## src/hw/pic_pkg.sv

```systemverilog
// package: register map, source table and carriers of the interrupt controller
package pic_pkg;

    // ========================================================
    // register map
    localparam logic [7:0] ADDR_SPLIT_EN = 8'hA6;
    localparam logic [7:0] ADDR_ENABLE_LOW = 8'hA8;
    localparam logic [7:0] ADDR_PRIO_LOW = 8'hA9;
    localparam logic [7:0] ADDR_ENABLE_HIGH = 8'hB8;
    localparam logic [7:0] ADDR_PRIO_HIGH = 8'hB9;
    localparam logic [7:0] ADDR_REQ_FLAGS = 8'hC0;

    localparam logic [7:0] RST_SPLIT_EN = 8'h01;
    localparam logic [7:0] RST_ENABLE = 8'h00;
    localparam logic [7:0] RST_PRIO = 8'h00;
    localparam logic [7:0] RST_REQ_FLAGS = 8'h00;
    localparam logic [7:0] MASK_ENABLE_LOW = 8'hBF;
    localparam logic [7:0] MASK_ENABLE_HIGH = 8'hBF;
    localparam logic [7:0] MASK_PRIO = 8'h3F;
    localparam logic [7:0] MASK_SPLIT_EN = 8'h03;

    // ========================================================
    // field positions
    localparam int EL_GLOBAL = 7;
    localparam int EL_TIMER2 = 5;
    localparam int EL_SERIAL = 4;
    localparam int EL_TIMER1 = 3;
    localparam int EL_PIN_B = 2;
    localparam int EL_TIMER0 = 1;
    localparam int EL_PIN_A = 0;
    localparam int EH_T2_EXT = 7;
    localparam int EH_WAKEUP = 5;
    localparam int EH_USB = 4;
    localparam int EH_USB_WU = 3;
    localparam int EH_SPI = 2;
    localparam int EH_RADIO = 1;
    localparam int EH_RADIO_CMD = 0;
    localparam int SP_MASTER = 1;
    localparam int SP_SLAVE = 0;
    // request flag bits share the enable_high positions, plus timer 2 overflow
    localparam int RF_T2_OVF = 6;

    // ========================================================
    // sources, in arbitration order: by group, then listed order
    localparam int NUM_SRC = 13;
    localparam int NUM_GROUP = 6;
    localparam int NUM_LEVEL = 4;
    localparam int SRC_W = 4;

    localparam logic [15:0] SRC_VECTOR [NUM_SRC] = '{
        16'h0003, 16'h004B, 16'h000B, 16'h0043, 16'h0013, 16'h0033,
        16'h0053, 16'h001B, 16'h005B, 16'h0023, 16'h0063, 16'h002B,
        16'h006B};
    localparam logic [2:0] SRC_GROUP [NUM_SRC] = '{
        3'h0, 3'h0, 3'h1, 3'h1, 3'h1, 3'h2, 3'h2, 3'h3, 3'h3, 3'h4, 3'h4,
        3'h5, 3'h5};

    // ========================================================
    // carriers
    typedef struct packed {
        logic [7:0] addr;
        logic [7:0] wdata;
        logic wr;
        logic rd;
    } pic_bus_t;

    typedef struct packed {
        logic timer0;
        logic timer1;
        logic timer2_ovf;
        logic timer2_ext;
        logic serial_rx;
        logic serial_tx;
        logic cipher_ready_n;
        logic radio_cmd_ready;
        logic radio;
        logic spi_master_done;
        logic spi_slave_done;
        logic usb_wakeup;
        logic usb;
        logic internal_wakeup;
    } pic_src_t;

    typedef struct packed {
        logic request;
        logic [15:0] vector;
        logic [1:0] level;
    } pic_irq_t;

endpackage

```

## src/hw/pic_controller.sv

```systemverilog
// interrupt controller: source capture, enables, priority arbitration
`timescale 1ns/100ps

// Notes on behaviour
// - thirteen sources, four priority levels
// - enabled request branches core to its vector
// - fixed vector address per source
// - only higher level preempts running routine
// - serial receive and transmit share 0x0023
// - timer 2 overflow and external share 0x002B
// - spi master and slave share 0x0053, any edge
// - per-source polarity and edge sensitivity
// - global enable bit 7 gates every request to the core
// - enable_low gates pins, timers, serial
// - enable_high gates radio, spi, usb, wakeup
// - split register enables spi master and slave
// - six groups, priority bits 5:0
// - level is {high bit, low bit}
// - fixed group membership of sources
// - request flag register at 0xC0
// - wakeup, usb, spi flags auto-clear on vectoring
// - wakeup sets flag even when disabled
module pic_controller
(
    input wire logic ref_clk,
    input wire logic rst,
    input wire pic_pkg::pic_bus_t bus,
    output logic [7:0] reg_rdata,
    input wire logic port_pin_a,
    input wire logic port_pin_b,
    input wire pic_pkg::pic_src_t src,
    output pic_pkg::pic_irq_t irq,
    input wire logic irq_ack,
    input wire logic irq_return
);

    // ========================================================
    // registers
    logic [7:0] spi_interrupt_split_enable;
    logic [7:0] interrupt_enable_low;
    logic [7:0] interrupt_enable_high;
    logic [7:0] priority_select_low;
    logic [7:0] priority_select_high;
    logic [7:0] request_flag_register;
    logic pin_a_flag;
    logic pin_b_flag;
    logic cipher_flag;

    // ========================================================
    // pin synchronisers and edge history
    logic [1:0] pin_a_sync;
    logic [1:0] pin_b_sync;
    logic pin_a_prev;
    logic pin_b_prev;
    logic cipher_prev;
    logic radio_prev;
    logic spi_m_prev;
    logic spi_s_prev;
    logic usb_wu_prev;
    logic usb_prev;
    logic wakeup_prev;

    always_ff @(posedge ref_clk)
    begin
        if (rst)
        begin
            pin_a_sync <= 2'h3;
            pin_b_sync <= 2'h3;
        end
        else
        begin
            pin_a_sync <= {pin_a_sync[0], port_pin_a};
            pin_b_sync <= {pin_b_sync[0], port_pin_b};
        end
    end

    always_ff @(posedge ref_clk)
    begin
        if (rst)
        begin
            pin_a_prev <= 1'h1;
            pin_b_prev <= 1'h1;
            cipher_prev <= 1'h1;
            radio_prev <= 1'h0;
            spi_m_prev <= 1'h0;
            spi_s_prev <= 1'h0;
            usb_wu_prev <= 1'h0;
            usb_prev <= 1'h0;
            wakeup_prev <= 1'h0;
        end
        else
        begin
            pin_a_prev <= pin_a_sync[1];
            pin_b_prev <= pin_b_sync[1];
            cipher_prev <= src.cipher_ready_n;
            radio_prev <= src.radio;
            spi_m_prev <= src.spi_master_done;
            spi_s_prev <= src.spi_slave_done;
            usb_wu_prev <= src.usb_wakeup;
            usb_prev <= src.usb;
            wakeup_prev <= src.internal_wakeup;
        end
    end

    // ========================================================
    // event detection
    wire pin_a_fall = pin_a_prev & ~pin_a_sync[1];
    wire pin_b_fall = pin_b_prev & ~pin_b_sync[1];
    wire cipher_fall = cipher_prev & ~src.cipher_ready_n;
    wire radio_edge = radio_prev ^ src.radio;
    wire spi_m_edge = (spi_m_prev ^ src.spi_master_done)
        & spi_interrupt_split_enable[pic_pkg::SP_MASTER];
    wire spi_s_edge = (spi_s_prev ^ src.spi_slave_done)
        & spi_interrupt_split_enable[pic_pkg::SP_SLAVE];
    wire usb_wu_rise = ~usb_wu_prev & src.usb_wakeup;
    wire usb_rise = ~usb_prev & src.usb;
    wire wakeup_rise = ~wakeup_prev & src.internal_wakeup;

    // flags set by hardware regardless of interrupt enables; spi edges need the split enable
    logic [7:0] flag_set;
    assign flag_set = {src.timer2_ext, src.timer2_ovf, wakeup_rise,
        usb_rise, usb_wu_rise, spi_m_edge | spi_s_edge, radio_edge,
        src.radio_cmd_ready};

    // ========================================================
    // pending and enabled per source
    logic [pic_pkg::NUM_SRC-1:0] pending;
    logic [7:0] el;
    logic [7:0] eh;
    logic [7:0] rf;
    assign el = interrupt_enable_low;
    assign eh = interrupt_enable_high;
    assign rf = request_flag_register;
    assign pending[0] = pin_a_flag & el[pic_pkg::EL_PIN_A];
    assign pending[1] = rf[pic_pkg::EH_RADIO] & eh[pic_pkg::EH_RADIO];
    assign pending[2] = src.timer0 & el[pic_pkg::EL_TIMER0];
    assign pending[3] = rf[pic_pkg::EH_RADIO_CMD]
        & eh[pic_pkg::EH_RADIO_CMD];
    assign pending[4] = cipher_flag;
    assign pending[5] = pin_b_flag & el[pic_pkg::EL_PIN_B];
    assign pending[6] = rf[pic_pkg::EH_SPI] & eh[pic_pkg::EH_SPI];
    assign pending[7] = src.timer1 & el[pic_pkg::EL_TIMER1];
    assign pending[8] = rf[pic_pkg::EH_USB_WU] & eh[pic_pkg::EH_USB_WU];
    assign pending[9] = (src.serial_rx | src.serial_tx)
        & el[pic_pkg::EL_SERIAL];
    assign pending[10] = rf[pic_pkg::EH_USB] & eh[pic_pkg::EH_USB];
    assign pending[11] = (rf[pic_pkg::RF_T2_OVF] & el[pic_pkg::EL_TIMER2])
        | (rf[pic_pkg::EH_T2_EXT] & eh[pic_pkg::EH_T2_EXT]);
    assign pending[12] = rf[pic_pkg::EH_WAKEUP] & eh[pic_pkg::EH_WAKEUP];

    // ========================================================
    // arbitration
    function automatic logic [1:0] group_level(input logic [2:0] g,
        input logic [7:0] hi, input logic [7:0] lo);
        group_level = {hi[g], lo[g]};
    endfunction

    logic found;
    logic [pic_pkg::SRC_W-1:0] win_src;
    logic [1:0] win_level;
    always_comb
    begin
        found = 1'b0;
        win_src = '0;
        win_level = 2'h0;
        // highest level first, then lowest index; list is group ordered
        for (int lv = pic_pkg::NUM_LEVEL - 1; lv >= 0; lv--)
        begin
            for (int s = 0; s < pic_pkg::NUM_SRC; s++)
            begin
                if (!found && pending[s] && group_level(
                    pic_pkg::SRC_GROUP[s], priority_select_high,
                    priority_select_low) == 2'(lv))
                begin
                    found = 1'b1;
                    win_src = pic_pkg::SRC_W'(s);
                    win_level = 2'(lv);
                end
            end
        end
    end

    // in-service levels, one bit per level
    logic [pic_pkg::NUM_LEVEL-1:0] in_service;
    logic svc_any;
    logic [1:0] svc_level;
    always_comb
    begin
        svc_any = |in_service;
        svc_level = 2'h0;
        for (int lv = 0; lv < pic_pkg::NUM_LEVEL; lv++)
        begin
            if (in_service[lv])
            begin
                svc_level = 2'(lv);
            end
        end
    end

    wire may_preempt = !svc_any || (win_level > svc_level);
    wire next_request = found && el[pic_pkg::EL_GLOBAL]
        && may_preempt;
    wire take = irq_ack && irq.request;
    logic [pic_pkg::SRC_W-1:0] held_src;

    // one-hot of the highest level in service, for return
    logic [pic_pkg::NUM_LEVEL-1:0] svc_top;
    assign svc_top = svc_any ? (pic_pkg::NUM_LEVEL'(1) << svc_level) : '0;

    always_ff @(posedge ref_clk)
    begin
        if (rst)
        begin
            in_service <= '0;
        end
        else
        begin
            in_service <= (in_service & ~(irq_return ? svc_top : '0))
                | (take ? (pic_pkg::NUM_LEVEL'(1) << irq.level) : '0);
        end
    end

    // request to the core, recomputed every cycle while not taken
    always_ff @(posedge ref_clk)
    begin
        if (rst || take)
        begin
            irq <= '0;
            held_src <= '0;
        end
        else
        begin
            irq.request <= next_request;
            irq.vector <= pic_pkg::SRC_VECTOR[win_src];
            irq.level <= win_level;
            held_src <= win_src;
        end
    end

    // ========================================================
    // hardware clears on vectoring
    logic [7:0] auto_clear;
    always_comb
    begin
        auto_clear = 8'h00;
        if (take)
        begin
            unique case (held_src)
                4'h6: auto_clear[pic_pkg::EH_SPI] = 1'b1;
                4'h8: auto_clear[pic_pkg::EH_USB_WU] = 1'b1;
                4'hA: auto_clear[pic_pkg::EH_USB] = 1'b1;
                4'hC: auto_clear[pic_pkg::EH_WAKEUP] = 1'b1;
                default: auto_clear = 8'h00;
            endcase
        end
    end

    // ========================================================
    // register bus
    wire wr_split = bus.wr && bus.addr == pic_pkg::ADDR_SPLIT_EN;
    wire wr_el = bus.wr && bus.addr == pic_pkg::ADDR_ENABLE_LOW;
    wire wr_eh = bus.wr && bus.addr == pic_pkg::ADDR_ENABLE_HIGH;
    wire wr_pl = bus.wr && bus.addr == pic_pkg::ADDR_PRIO_LOW;
    wire wr_ph = bus.wr && bus.addr == pic_pkg::ADDR_PRIO_HIGH;
    wire wr_rf = bus.wr && bus.addr == pic_pkg::ADDR_REQ_FLAGS;

    always_ff @(posedge ref_clk)
    begin
        if (rst)
        begin
            spi_interrupt_split_enable <= pic_pkg::RST_SPLIT_EN;
            interrupt_enable_low <= pic_pkg::RST_ENABLE;
            interrupt_enable_high <= pic_pkg::RST_ENABLE;
            priority_select_low <= pic_pkg::RST_PRIO;
            priority_select_high <= pic_pkg::RST_PRIO;
        end
        else
        begin
            if (wr_split)
                spi_interrupt_split_enable <= bus.wdata
                    & pic_pkg::MASK_SPLIT_EN;
            if (wr_el)
                interrupt_enable_low <= bus.wdata & pic_pkg::MASK_ENABLE_LOW;
            if (wr_eh)
                interrupt_enable_high <= bus.wdata
                    & pic_pkg::MASK_ENABLE_HIGH;
            if (wr_pl)
                priority_select_low <= bus.wdata & pic_pkg::MASK_PRIO;
            if (wr_ph)
                priority_select_high <= bus.wdata & pic_pkg::MASK_PRIO;
        end
    end

    // flags: a new event wins over a software write or an auto clear
    logic [7:0] next_flags;
    assign next_flags = ((wr_rf ? bus.wdata : request_flag_register)
        & ~auto_clear) | flag_set;

    wire take_pin_a = take && held_src == 4'h0;
    wire take_cipher = take && held_src == 4'h4;
    wire take_pin_b = take && held_src == 4'h5;

    always_ff @(posedge ref_clk)
    begin
        if (rst)
        begin
            request_flag_register <= pic_pkg::RST_REQ_FLAGS;
            pin_a_flag <= 1'b0;
            pin_b_flag <= 1'b0;
            cipher_flag <= 1'b0;
        end
        else
        begin
            request_flag_register <= next_flags;
            pin_a_flag <= (pin_a_flag & ~take_pin_a) | pin_a_fall;
            pin_b_flag <= (pin_b_flag & ~take_pin_b) | pin_b_fall;
            cipher_flag <= (cipher_flag & ~take_cipher) | cipher_fall;
        end
    end

    logic [7:0] rd_mux;
    always_comb
    begin
        unique case (bus.addr)
            pic_pkg::ADDR_SPLIT_EN: rd_mux = spi_interrupt_split_enable;
            pic_pkg::ADDR_ENABLE_LOW: rd_mux = interrupt_enable_low;
            pic_pkg::ADDR_ENABLE_HIGH: rd_mux = interrupt_enable_high;
            pic_pkg::ADDR_PRIO_LOW: rd_mux = priority_select_low;
            pic_pkg::ADDR_PRIO_HIGH: rd_mux = priority_select_high;
            pic_pkg::ADDR_REQ_FLAGS: rd_mux = request_flag_register;
            default: rd_mux = 8'h00;
        endcase
    end

    always_ff @(posedge ref_clk)
    begin
        if (rst || !bus.rd)
            reg_rdata <= 8'h00;
        else
            reg_rdata <= rd_mux;
    end

endmodule

```

## config.mk

```make
export PLATFORM = sky130hd
export DESIGN_NAME = pic_controller
export DESIGN_NICKNAME = d
export VERILOG_FILES = /design/src/hw/pic_pkg.sv /design/src/hw/pic_controller.sv
export SDC_FILE = /design/constraint.sdc
export NUM_CORES = 1
export LEC_CHECK = 0
export ABC_AREA = 1
export BUFFER_PORTS_ARGS = -buffer_cell sky130_fd_sc_hd__buf_2
export CAP_MARGIN = 10
export CORE_MARGIN = 4
export CORE_UTILIZATION = 58
export CTS_CLUSTER_SIZE = 12
export DETAILED_ROUTE_END_ITERATION = 8
export MAX_ROUTING_LAYER = met4
export PLACE_DENSITY = 0.88
export SYNTH_ARGS = -nofsm -noshare
export SYNTH_HDL_FRONTEND = slang
export SYNTH_SLANG_ARGS = --single-unit
```

## constraint.sdc

```tcl
create_clock -name ref_clk -period 4.8 [get_ports ref_clk]
set_input_delay 0.24 -clock ref_clk [delete_from_list [all_inputs] [get_ports ref_clk]]
set_output_delay 0.24 -clock ref_clk [all_outputs]
set_load 0.02 [all_outputs]
```

Word-level counts from Yosys, hierarchy flattened
Memories as Yosys holds them, arrays and structs flattened. A register that Yosys moved wholly into a read port is not among the register bits. Index checks and enable logic that the tools add are counted.

Register bits: 71. Memory bits (read-only): 256. Bits of input ports: 38. Output and inout bits: 27. Logic and storage cells: 455. Memories kept: 1.

Order comparisons: 1. Eq/ne operators: 30. Shift-type cells: 2. Muxes and demuxes: 168. Bitwise gates (word level): 49. Reductions and logical operators: 179.

Memory list: (name not given) (words 16, width 16, read ports 1, clocked after memory_dff 1, write ports 0, line pic_controller.sv:234) `irq.vector <= pic_pkg::SRC_VECTOR[win_src];`.

Operators with widths (number): $mux W4 (53); $logic_and A1 B1 Y1 (115); $mux W2 (54); $mux W1 (58); $logic_not A1 Y1 (53); $eq A8 B8 Y1 const B (6); $pmux W8 S6 (1); $and A1 B1 Y1 (24); $eq A2 B2 Y1 const B (12); $eq A2 B1 Y1 const B (6); $eq A4 B3 Y1 const B (3); $eq A4 B4 Y1 const B (3); $logic_not A2 Y1 (6); $not A1 Y1 (9); $and A8 B8 Y8 (1); $mux W8 (1); $not A8 Y8 (1); $or A8 B8 Y8 (1); $shl A1 B2 Y4 const A (2); $mux W6 (1); $or A1 B1 Y1 (6); $not A4 Y5 (1); $and A4 B4 Y4 (1); $logic_not A4 Y1 (1); other kinds (6) (10).

Longest topological paths before layout
Gate-level depths: netlist of the first run.

Depth after elaboration: 210. Mapped depth: 33. Gate-level depth less buffers: 33.

Worst setup path before layout of the first run
No wires, ideal clock.

Kind: reg-to-reg. Start point: register interrupt_enable_high[0] (netlist: eh[0]). End point: register, netlist name irq[5]. Library setup time: 0.112 ns. Arrival: 3.996 ns. Required time: 4.688 ns. Slack: 0.692 ns. Stages on the path, launching flop included: 34. Path buffers: 0. Period minus slack after synthesis: 4.108 ns. Cells stage by stage: dfxtp_1 -> nand2_4 -> nor2_1 -> nor2_2 -> nand4_2 -> nor2_2 -> nand4_2 -> nor2_4 -> nand4_2 -> nor2_4 -> nand4_4 -> nor2_4 -> nand4_4 -> nor2_4 -> nand4_4 -> nor2_4 -> nand4_4 -> nor2_4 -> nand4_4 -> nor2_4 -> nand4_4 -> nor2_4 -> nand4_4 -> nor2_4 -> nand4_4 -> nor2_8 -> nand3_4 -> nand3_1 -> inv_2 -> ha_1 -> nand3_1 -> nand2_1 -> nor2_1 -> nor2_2.

Cells in the longest elaborated chain, start to end: 197. Elaborated cells on any way between the ends: 245. Classes of those cells: mux (97); bitwise (2); reduce/logical (146).

RTL lines: from (decl) (line pic_controller.sv:41) `logic [7:0] interrupt_enable_high;`; from (signal assigned) (line pic_controller.sv:273) `interrupt_enable_high <= pic_pkg::RST_ENABLE;`; from (signal assigned) (line pic_controller.sv:285) `interrupt_enable_high <= bus.wdata`; $and A1 B1 Y1 (*) (line pic_controller.sv:138) `& eh[pic_pkg::EH_RADIO_CMD];`; $logic_and A1 B1 Y1 (2 in series) (line pic_controller.sv:171) `if (!found && pending[s] && group_level(`; $mux W1 (line pic_controller.sv:171); $logic_not A1 Y1 (line pic_controller.sv:171); $logic_and A1 B1 Y1 (2 in series) (line pic_controller.sv:171); $mux W1 (line pic_controller.sv:171); $logic_not A1 Y1 (line pic_controller.sv:171); $logic_and A1 B1 Y1 (2 in series) (line pic_controller.sv:171); [177 not listed]; $logic_not A1 Y1 (line pic_controller.sv:171); $logic_and A1 B1 Y1 (2 in series) (line pic_controller.sv:171); $mux W1 (line pic_controller.sv:171); $logic_not A1 Y1 (line pic_controller.sv:171); $logic_and A1 B1 Y1 (2 in series) (line pic_controller.sv:171); $mux W4 (*) (line pic_controller.sv:171); net win_src, one bit (line pic_controller.sv:159) `logic [pic_pkg::SRC_W-1:0] win_src;`; $not A4 Y5 (not written as such) (*) (line pic_controller.sv:234).

Mark *: on every way through the listed nets, which the timed path passes. The rest lies on a longest branch. A chain may end at the register's enable or synchronous reset.

Final worst setup path of the first run
Start point: register priority_select_low[0]. End point: register, netlist name irq[5].

Cells in the longest elaborated chain, start to end: 208. Elaborated cells on any way between the ends: 261. Classes of those cells: eq/ne (3); mux (102); bitwise (1); reduce/logical (155).

RTL lines: from (decl) (line pic_controller.sv:42) `logic [7:0] priority_select_low;`; from (signal assigned) (line pic_controller.sv:274) `priority_select_low <= pic_pkg::RST_PRIO;`; from (signal assigned) (line pic_controller.sv:288) `priority_select_low <= bus.wdata & pic_pkg::MASK_PRIO;`; $eq A2 B2 Y1 (line pic_controller.sv:173) `priority_select_low) == 2'(lv))`; $logic_and A1 B1 Y1 (line pic_controller.sv:171); $mux W1 (line pic_controller.sv:171); $logic_not A1 Y1 (line pic_controller.sv:171); $logic_and A1 B1 Y1 (2 in series) (line pic_controller.sv:171); $mux W1 (line pic_controller.sv:171); $logic_not A1 Y1 (line pic_controller.sv:171); $logic_and A1 B1 Y1 (2 in series) (line pic_controller.sv:171); [189 not listed]; $logic_not A1 Y1 (line pic_controller.sv:171); $logic_and A1 B1 Y1 (2 in series) (line pic_controller.sv:171); $mux W1 (line pic_controller.sv:171); $logic_not A1 Y1 (line pic_controller.sv:171); $logic_and A1 B1 Y1 (2 in series) (line pic_controller.sv:171); $mux W4 (*) (line pic_controller.sv:171); net win_src, one bit (line pic_controller.sv:159); $not A4 Y5 (not written as such) (*) (line pic_controller.sv:234).

Marks and branches as above.

==> results of run 1 <==
power breakdown:
group / total [W] / switching (W) / internal (W)
Clock: 0.000439 / 0.000249 / 0.000190
Sequential: 0.000653 / 0.00000925 / 0.000644
Combinational: 0.000106 / 0.0000689 / 0.0000370
Total: 0.00120 / 0.000327 / 0.000871
routing by layer:
| layer | track usage (%) | routed length [um] |
|---|---|---|
| met5 | - | 0 |
| met4 | 9.70 | 405 |
| met3 | 6.12 | 1200 |
| met2 | 47.8 | 6470 |
| met1 | 40.6 | 5820 |
logic make-up (layout without fill, tap and decap cells):
family	count (synthesis)	after routing	share of synthesized area (%)
AOI/OAI and AO/OA	116	116	15.6
xor gates and xnor gates	1	1	0.193
adders and majority gates	7	7	1.93
buffers and inverters	139	218	12.4
DFF	76	76	33.5
other	1	10	0.0827
and+or+nand+nor	303	303	36.2
path summary, 6_finish.rpt:
| kind | startpoint | end | slack (ns) | cells after the start |
|---|---|---|---|---|
| worst max-delay path | priority_select_low[0] | irq[5] | 0.19 | 33 |
| worst min-delay path | port_pin_b | pin_b_sync[0] | 0.08 | 2 |
| worst max register to register | priority_select_low[0] | irq[5] | 0.19 | 33 |
| worst min register to register | pin_b_sync[0] | pin_b_sync[1] | 0.42 | 1 |
synth_stat cells (all sizes together):
cell       n  area, um2
o2111ai    2       17.5
conb       1       3.75
nand3     39        208
o311ai     3       26.3
or2        6       37.5
o22ai     10       62.6
dfxtp     76       1520
ha         7       87.6
a41o       1       10.0
a221oi     5       43.8
nor4       6       37.5
nand3b     1       7.51
clkinv     3       11.3
or3        1       6.26
o31ai      6       45.0
nor2      95        477
clkbuf    12       45.0
nand2    109        447
o21ai     32        171
a22oi      2       15.0
o21bai     2       15.0
o211ai     5       37.5
o21a       2       15.0
inv      113        424
a2111o     1       11.3
a21oi     38        190
xor2       1       8.76
buf       11       82.6
a31oi      5       31.3
or4        1       7.51
a32oi      2       17.5
nand4     28        329
nor3      17       85.1
registers in the layout (all words and copies together) (netlist names), 2 cells and up:
name	cells
irq	8
reg_rdata	8
request_flag_register	8
eh	7
el	7
priority_select_high	6
priority_select_low	6
held_src	4
in_service	4
pin_a_sync	2
pin_b_sync	2
spi_interrupt_split_enable	2
cell type report:
| type | instances | area, um2 |
|---|---|---|
| multi-input cells | 437 | 2610 |
| flip-flops and latches | 76 | 1530 |
| inverters | 116 | 443 |
| clock buffers | 11 | 131 |
| clock inverters | 5 | 37.5 |
| repair buffers | 86 | 510 |
| fillers | 604 | 2020 |
| well taps | 99 | 124 |
stage by stage:
step           utilization (%)  setup TNS (ns)  hold slack, ns  instance area (um2)
2_1_floorplan                -               0           0.344                 4570
3_3_place_gp              66.2               0           0.392                 4900
3_5_place_dp              66.2               0           0.403                 4900
4_1_cts                   68.5               0          0.0702                 5070
5_1_grt                   72.7          -0.134          0.0774                 5390
6_report                  72.7               0          0.0776                 5390
timing repair:
item / 4_1_cts / 5_1_grt
resized for setup: 0 / 36
setup endpoints to repair: 0 / 2
setup buffers: 0 / 23
==> results, run 1 <==
- The run finished with clean final reports.
- The critical path's top delay family is simple AND/OR/NAND/NOR gates.
- The number of hold buffers added after cts is 0.
- At the pin with the least slew margin, the transition time is 0.982 ns.
- The final-report max-slew violation count was 0.
- Counting along the longest clock path gives a buffer depth of 2.
- The data arrival time at the worst-slack endpoint is between 4 and 5 ns.
- In this run the mean area of a mapped cell was between 7 and 8 um2.
- The clock edge transition at the registers on the reported setup and hold paths is approximately 0.090 ns.
- In this run the worst path has a maximum fanout of 4.
- Based on the critical path, the design can be clocked at up to ~220 MHz.
- The root buffer cell chosen for the clock tree is sky130_fd_sc_hd__clkbuf_8.
- For the final database, setup skew stands at between 0.01 and 0.015 ns.
- The post-route netlist has 23.3% of its cells at a drive strength greater than 1.
- The final cycle utilization of the critical path is a little over nine tenths.
- The worst-case IR drop observed on VDD is approximately 0.31 mV.
- The worst endpoint required time is roughly 5.1 ns.
- In this run the tool buffered the top-level ports with between 50 and 60 buffer cells.
- The CTS tree is built.
- Dividing the detail-routed wire length by the instance count gives approximately 17 um.
- The global-route total usage across every layer is about 30%.
- The clock buffer count from CTS is 9.
- The worst pin sits at a relative slew slack of around a third.
- The routed design could run at a clock period as short as about 4.6 ns.
- The number of remaining DRC errors is 0.
- The number of DRC markers in iteration 0 is approximately 380.
- During synthesis, Yosys emitted a total of 0 warnings.
- The number of global-route vias before repair is around 4300.
- The type of element launching the critical path is a register.
- The clock tree synthesis step divided the H-tree into 3 levels.
- The initial antenna violation count is 0.
- The boundary pin count is 65.
- The critical path is of the register to register type.
- Across all setup checks in the final design, the least slack found is approximately 0.19 ns.
- The finished layout holds 830 standard cells, fillers aside.
- The global-route wire length before repair is approximately 21 mm.
- The starting utilization of the core area is about three fifths.
- Wires add up to approximately 14 mm.
- The cell at the slowest stage of the critical path is sky130_fd_sc_hd__dfxtp_2.
- Compared with the post-synthesis result, the final layout area differs by 18.8%.
- At the placement stage, the worst setup path has a slack of 0.219 ns.
- The overall overflow remaining after global route is 0.
- The clock drives between 70 and 80 sinks.
- The length of the first detailed-routing pass in iterations is 5.
- Routability-driven placement finished with a final weighted congestion of between 1 and 1.5.
- The floorplan has 31 rows.
- The cell area that synthesis handed to floorplanning was 4540 um2.
- Power spread over the standard cell area amounts to 222 nW/um2.
- STA classifies the critical path endpoint as a register.
- The x dimension of the die is 96.4 um.
- In this run the worst hold path is classified as primary input to register.
- The leakage power is ~2.6 nW.
- The commonest non-fill, non-tap cell in the layout is sky130_fd_sc_hd__inv_1.
- The number of endpoints with negative hold slack in the final report was 0.
- In the layout the commonest cells are 110 x sky130_fd_sc_hd__inv_1, 96 x sky130_fd_sc_hd__nand2_1, 75 x sky130_fd_sc_hd__nor2_1.
- The number of buffer and inverter instances along the worst setup path is 2.
- The die height is between 90 and 100 um.
- Setup violations remaining at the end of the flow were counted as 0.
- The distinct cell type count of the synthesized netlist is 44.
- Entering global routing, the biggest net connects 34 pins.
- The sequential area share after synthesis is between 30% and 40%.
- For this run, the slowest stage of the critical path takes between 0.3 and 0.4 ns.
- The number of inserted diodes is 0.
- Across the run, the number of max-cap violations was 0.
- The total chip power is ~0.0012 W.
- The total number of vias is between 4000 and 5000.
- The overall die area is roughly 9300 um2.
- The final layout contains between 700 and 800 nets.
- The placed wire-length estimate is approximately 11 mm.
- In this run the remaining antenna-violating nets after routing total 0.
- The synthesized design contains 76 register bits.
- The post-synthesis cell count is approximately 640.
- The average via count per standard cell is 5.73.
- The floorplan step defined a core boundary enclosing between 7000 and 8000 um2.
- The clock reaches the later pin of the worst-skew pair after 0.35 ns.
- The number of placed instances, taps included, is 791.
(Power assumes the default switching activity.)
==> inputs of run 2 (changes only) <==
- CAP_MARGIN: 10 -> 15
- CTS_CLUSTER_SIZE: 12 -> 20
- PLACE_DENSITY: 0.88 -> 0.81
==> run 2 against run 1 <==
Combinational power hardly changed; cell count decreased by 0.36%; clock skew up 0.0032 ns; worst hold slack got worse by 0.017 ns; critical endpoint unchanged; total power increased by 7.4%; sequential share of layout area increased by 0.31 points; sequential cell count is the same; register-to-register slack improved by 0.04 ns; die area unchanged; sequential power about the same; largest cell class unchanged; critical path depth unchanged.
==> results, run 2 (synthesis gave the netlist of run 1 again) <==
- The flow ran to the end, and the final reports show no timing, DRC or antenna violations.
- After detailed routing, the average wire length per cell comes to about 16 um.
- The number of global-route vias before repair was between 4000 and 5000.
- The final route contains approximately 4600 vias.
- The later pin in the worst-skew pair is clocked with a latency of approximately 0.36 ns.
- The peak per-stage delay on the critical path is about 0.35 ns.
- Of the total power, the clock network draws 41.2%.
- Leaving out fill and tap cells, the most frequent cell in the layout is sky130_fd_sc_hd__inv_1.
- The leakage power is roughly 2.6 nW.
- The final layout contains routed wiring with a total length of between 10 and 15 mm.
- The length of the first detailed-routing pass in iterations is 6.
- IR analysis of the VDD net gives a maximum drop of roughly 0.22 mV.
- Buffers inserted during clock tree synthesis total 9.
- Of all nets on the critical path, the largest fanout is 4.
- The global-route wire length before repair is 20.4 mm.
- After floorplanning, the core was divided into 31 placement rows.
- The initial antenna violation count is 0.
- The cell at the slowest stage of the critical path is sky130_fd_sc_hd__dfxtp_2.
- The worst path needs ~4.6 ns of the cycle, external delays included.
- The number of sinks driven by the clock tree is 76.
- At the end of routability-driven placement, the weighted congestion stood at ~1.0.
- Clock skew on the completed layout was measured at 0.0150 ns.
- In the routed layout, each cell is associated on average with a via count of approximately 5.6.
- The number of DRC markers in iteration 0 is 413.
- The number of hold buffers added after cts is 0.
- In the finished design, the share of the clock period the worst path needs comes to between 90% and 100%.
- Net switching is about 27% of the power.
- Buffers placed on the I/O ports in this run total 54.
- From left edge to right edge, the die measures 96.4 um.
- The minimum setup slack after placement is about 0.25 ns.
- The share of total power dissipated in combinational logic is between 8 and 9%.
- The die height is about 96 um.
- The HPWL after detailed placement is ~10 mm.
- The H-tree was split into 3 levels.
- The final critical-path setup slack is about 0.23 ns.
- The number of endpoints with negative hold slack in the final report is 0.
- The slew at the pin closest to its max-slew limit is between 1 and 1.5 ns.
- The final-report max-slew violation count is 0.
- Entering global routing, the biggest net connects 34 pins.
- The count of nets after finishing is between 700 and 800.
- The placeable core area is 7410 um2.
- The largest registers in the layout are irq: 8 flops, reg_rdata: 8 flops, request_flag_register: 8 flops.
- The number of inserted diodes is 0.
- The overall overflow remaining after global route is 0.
- Hold timing on the final database bottoms out at a slack of between 0.06 and 0.07 ns.
- Leaving out fill and tap cells, the most frequent cells in the layout are 110 x sky130_fd_sc_hd__inv_1, 96 x sky130_fd_sc_hd__nand2_1, 76 x sky130_fd_sc_hd__nor2_1.
- The internal power summed over all cells is between 0.0009 and 0.001 W.
- In the routed design, unresolved DRC markers number 0.
- The die covers 9300 um2.
- Sequential cells account for 50.7% of the total power.
- The boundary pin count is 65.
- Setup violations remaining at the end of the flow were counted as 0.
- The share of cells above drive strength 1 is 23.9%.
- The max capacitance violation total is 0.
- In this run the tightest slew margin relative to its limit is between 30% and 40%.
- The worst endpoint required time is ~5 ns.
- The data arrival time at the worst-slack endpoint is 4.84 ns.
- The maximum root-to-sink buffer count is 2.
- The CTS tree is built.
- The critical setup path kind is register to register.
- The power dissipated by switching net loads is 0.000353 W.
- The type of element launching the critical path is a register.
- The fmax is ~220 MHz.
- The buffer type at the clock tree root is sky130_fd_sc_hd__clkbuf_8.
- The class of the worst hold path is primary input to register.
- The worst setup path is captured at a register.
- For this design the ratio of total power to cell area is about 240 nW/um2.
- For this run, the total global-route usage over all layers was measured as roughly 30%.
- The clock edge transition at the registers on the reported setup and hold paths is about 0.1 ns.
- The area growth from synthesis to layout is 18.4%.
- Setup repair after global routing could not meet its margin everywhere.
- The starting utilization of the core area is between 60% and 70%.
- The number of nets with antenna violations after routing is 0.
[run 2: routing by layer]
layer	global-route usage (%)	routed length (um)
met5	-	0
met4	6.31	191
met3	6.58	975
met2	47.2	6330
met1	39.2	5740
[run 2: repair_timing]
item	in CTS	in global routing
resized for setup	0	34
setup endpoints to repair	0	2
buffers inserted	0	20
[run 2: final cells by class]
cell class	instances	area, um2
sequential	76	1550
fill	640	2040
multi-input combinational	437	2560
tap	99	124
timing repair buffer	83	488
clock inverter	7	87.6
inverter	116	438
clock buffer	9	124
[run 2: metrics by stage]
step           power, W  utilization (%)  TNS, ns  cell area [um2]  cells
6_report        0.00129             72.5        0             5370    827
5_1_grt         0.00133             72.5   -0.193             5370    827
4_1_cts         0.00128             69.0        0             5110    807
3_5_place_dp   0.000764             66.2        0             4900    791
3_3_place_gp   0.000762             66.2        0             4900    791
2_1_floorplan  0.000733                -        0             4570    652
[run 2: power groups by stage]
stage                     sequential (W)  combinational, W  clock (W)
after floorplan                 0.000667         0.0000657          0
after global placement          0.000668         0.0000943          0
after detailed placement        0.000668         0.0000960          0
after CTS                       0.000653         0.0000967   0.000532
after global routing            0.000655          0.000116   0.000556
final                           0.000653          0.000104   0.000530
[run 2: critical path: cells and delay by family (launching register included)]
family	cells	cell delay (ns)
buffers and inverters	1	0.05
adders and majority gates	1	0.24
DFF	1	0.35
and+or+nand+nor	31	3.83
[run 2: path summary, 6_finish.rpt]
check | endpoint | depth (start not counted) | slack (ns) | start
hold / removal | pin_a_sync[0] | 2 | 0.06 | port_pin_a
hold reg to reg | pin_b_sync[1] | 1 | 0.43 | pin_b_sync[0]
setup reg to reg | irq[5] | 33 | 0.23 | eh[1]
setup / recovery | irq[5] | 33 | 0.23 | eh[1]
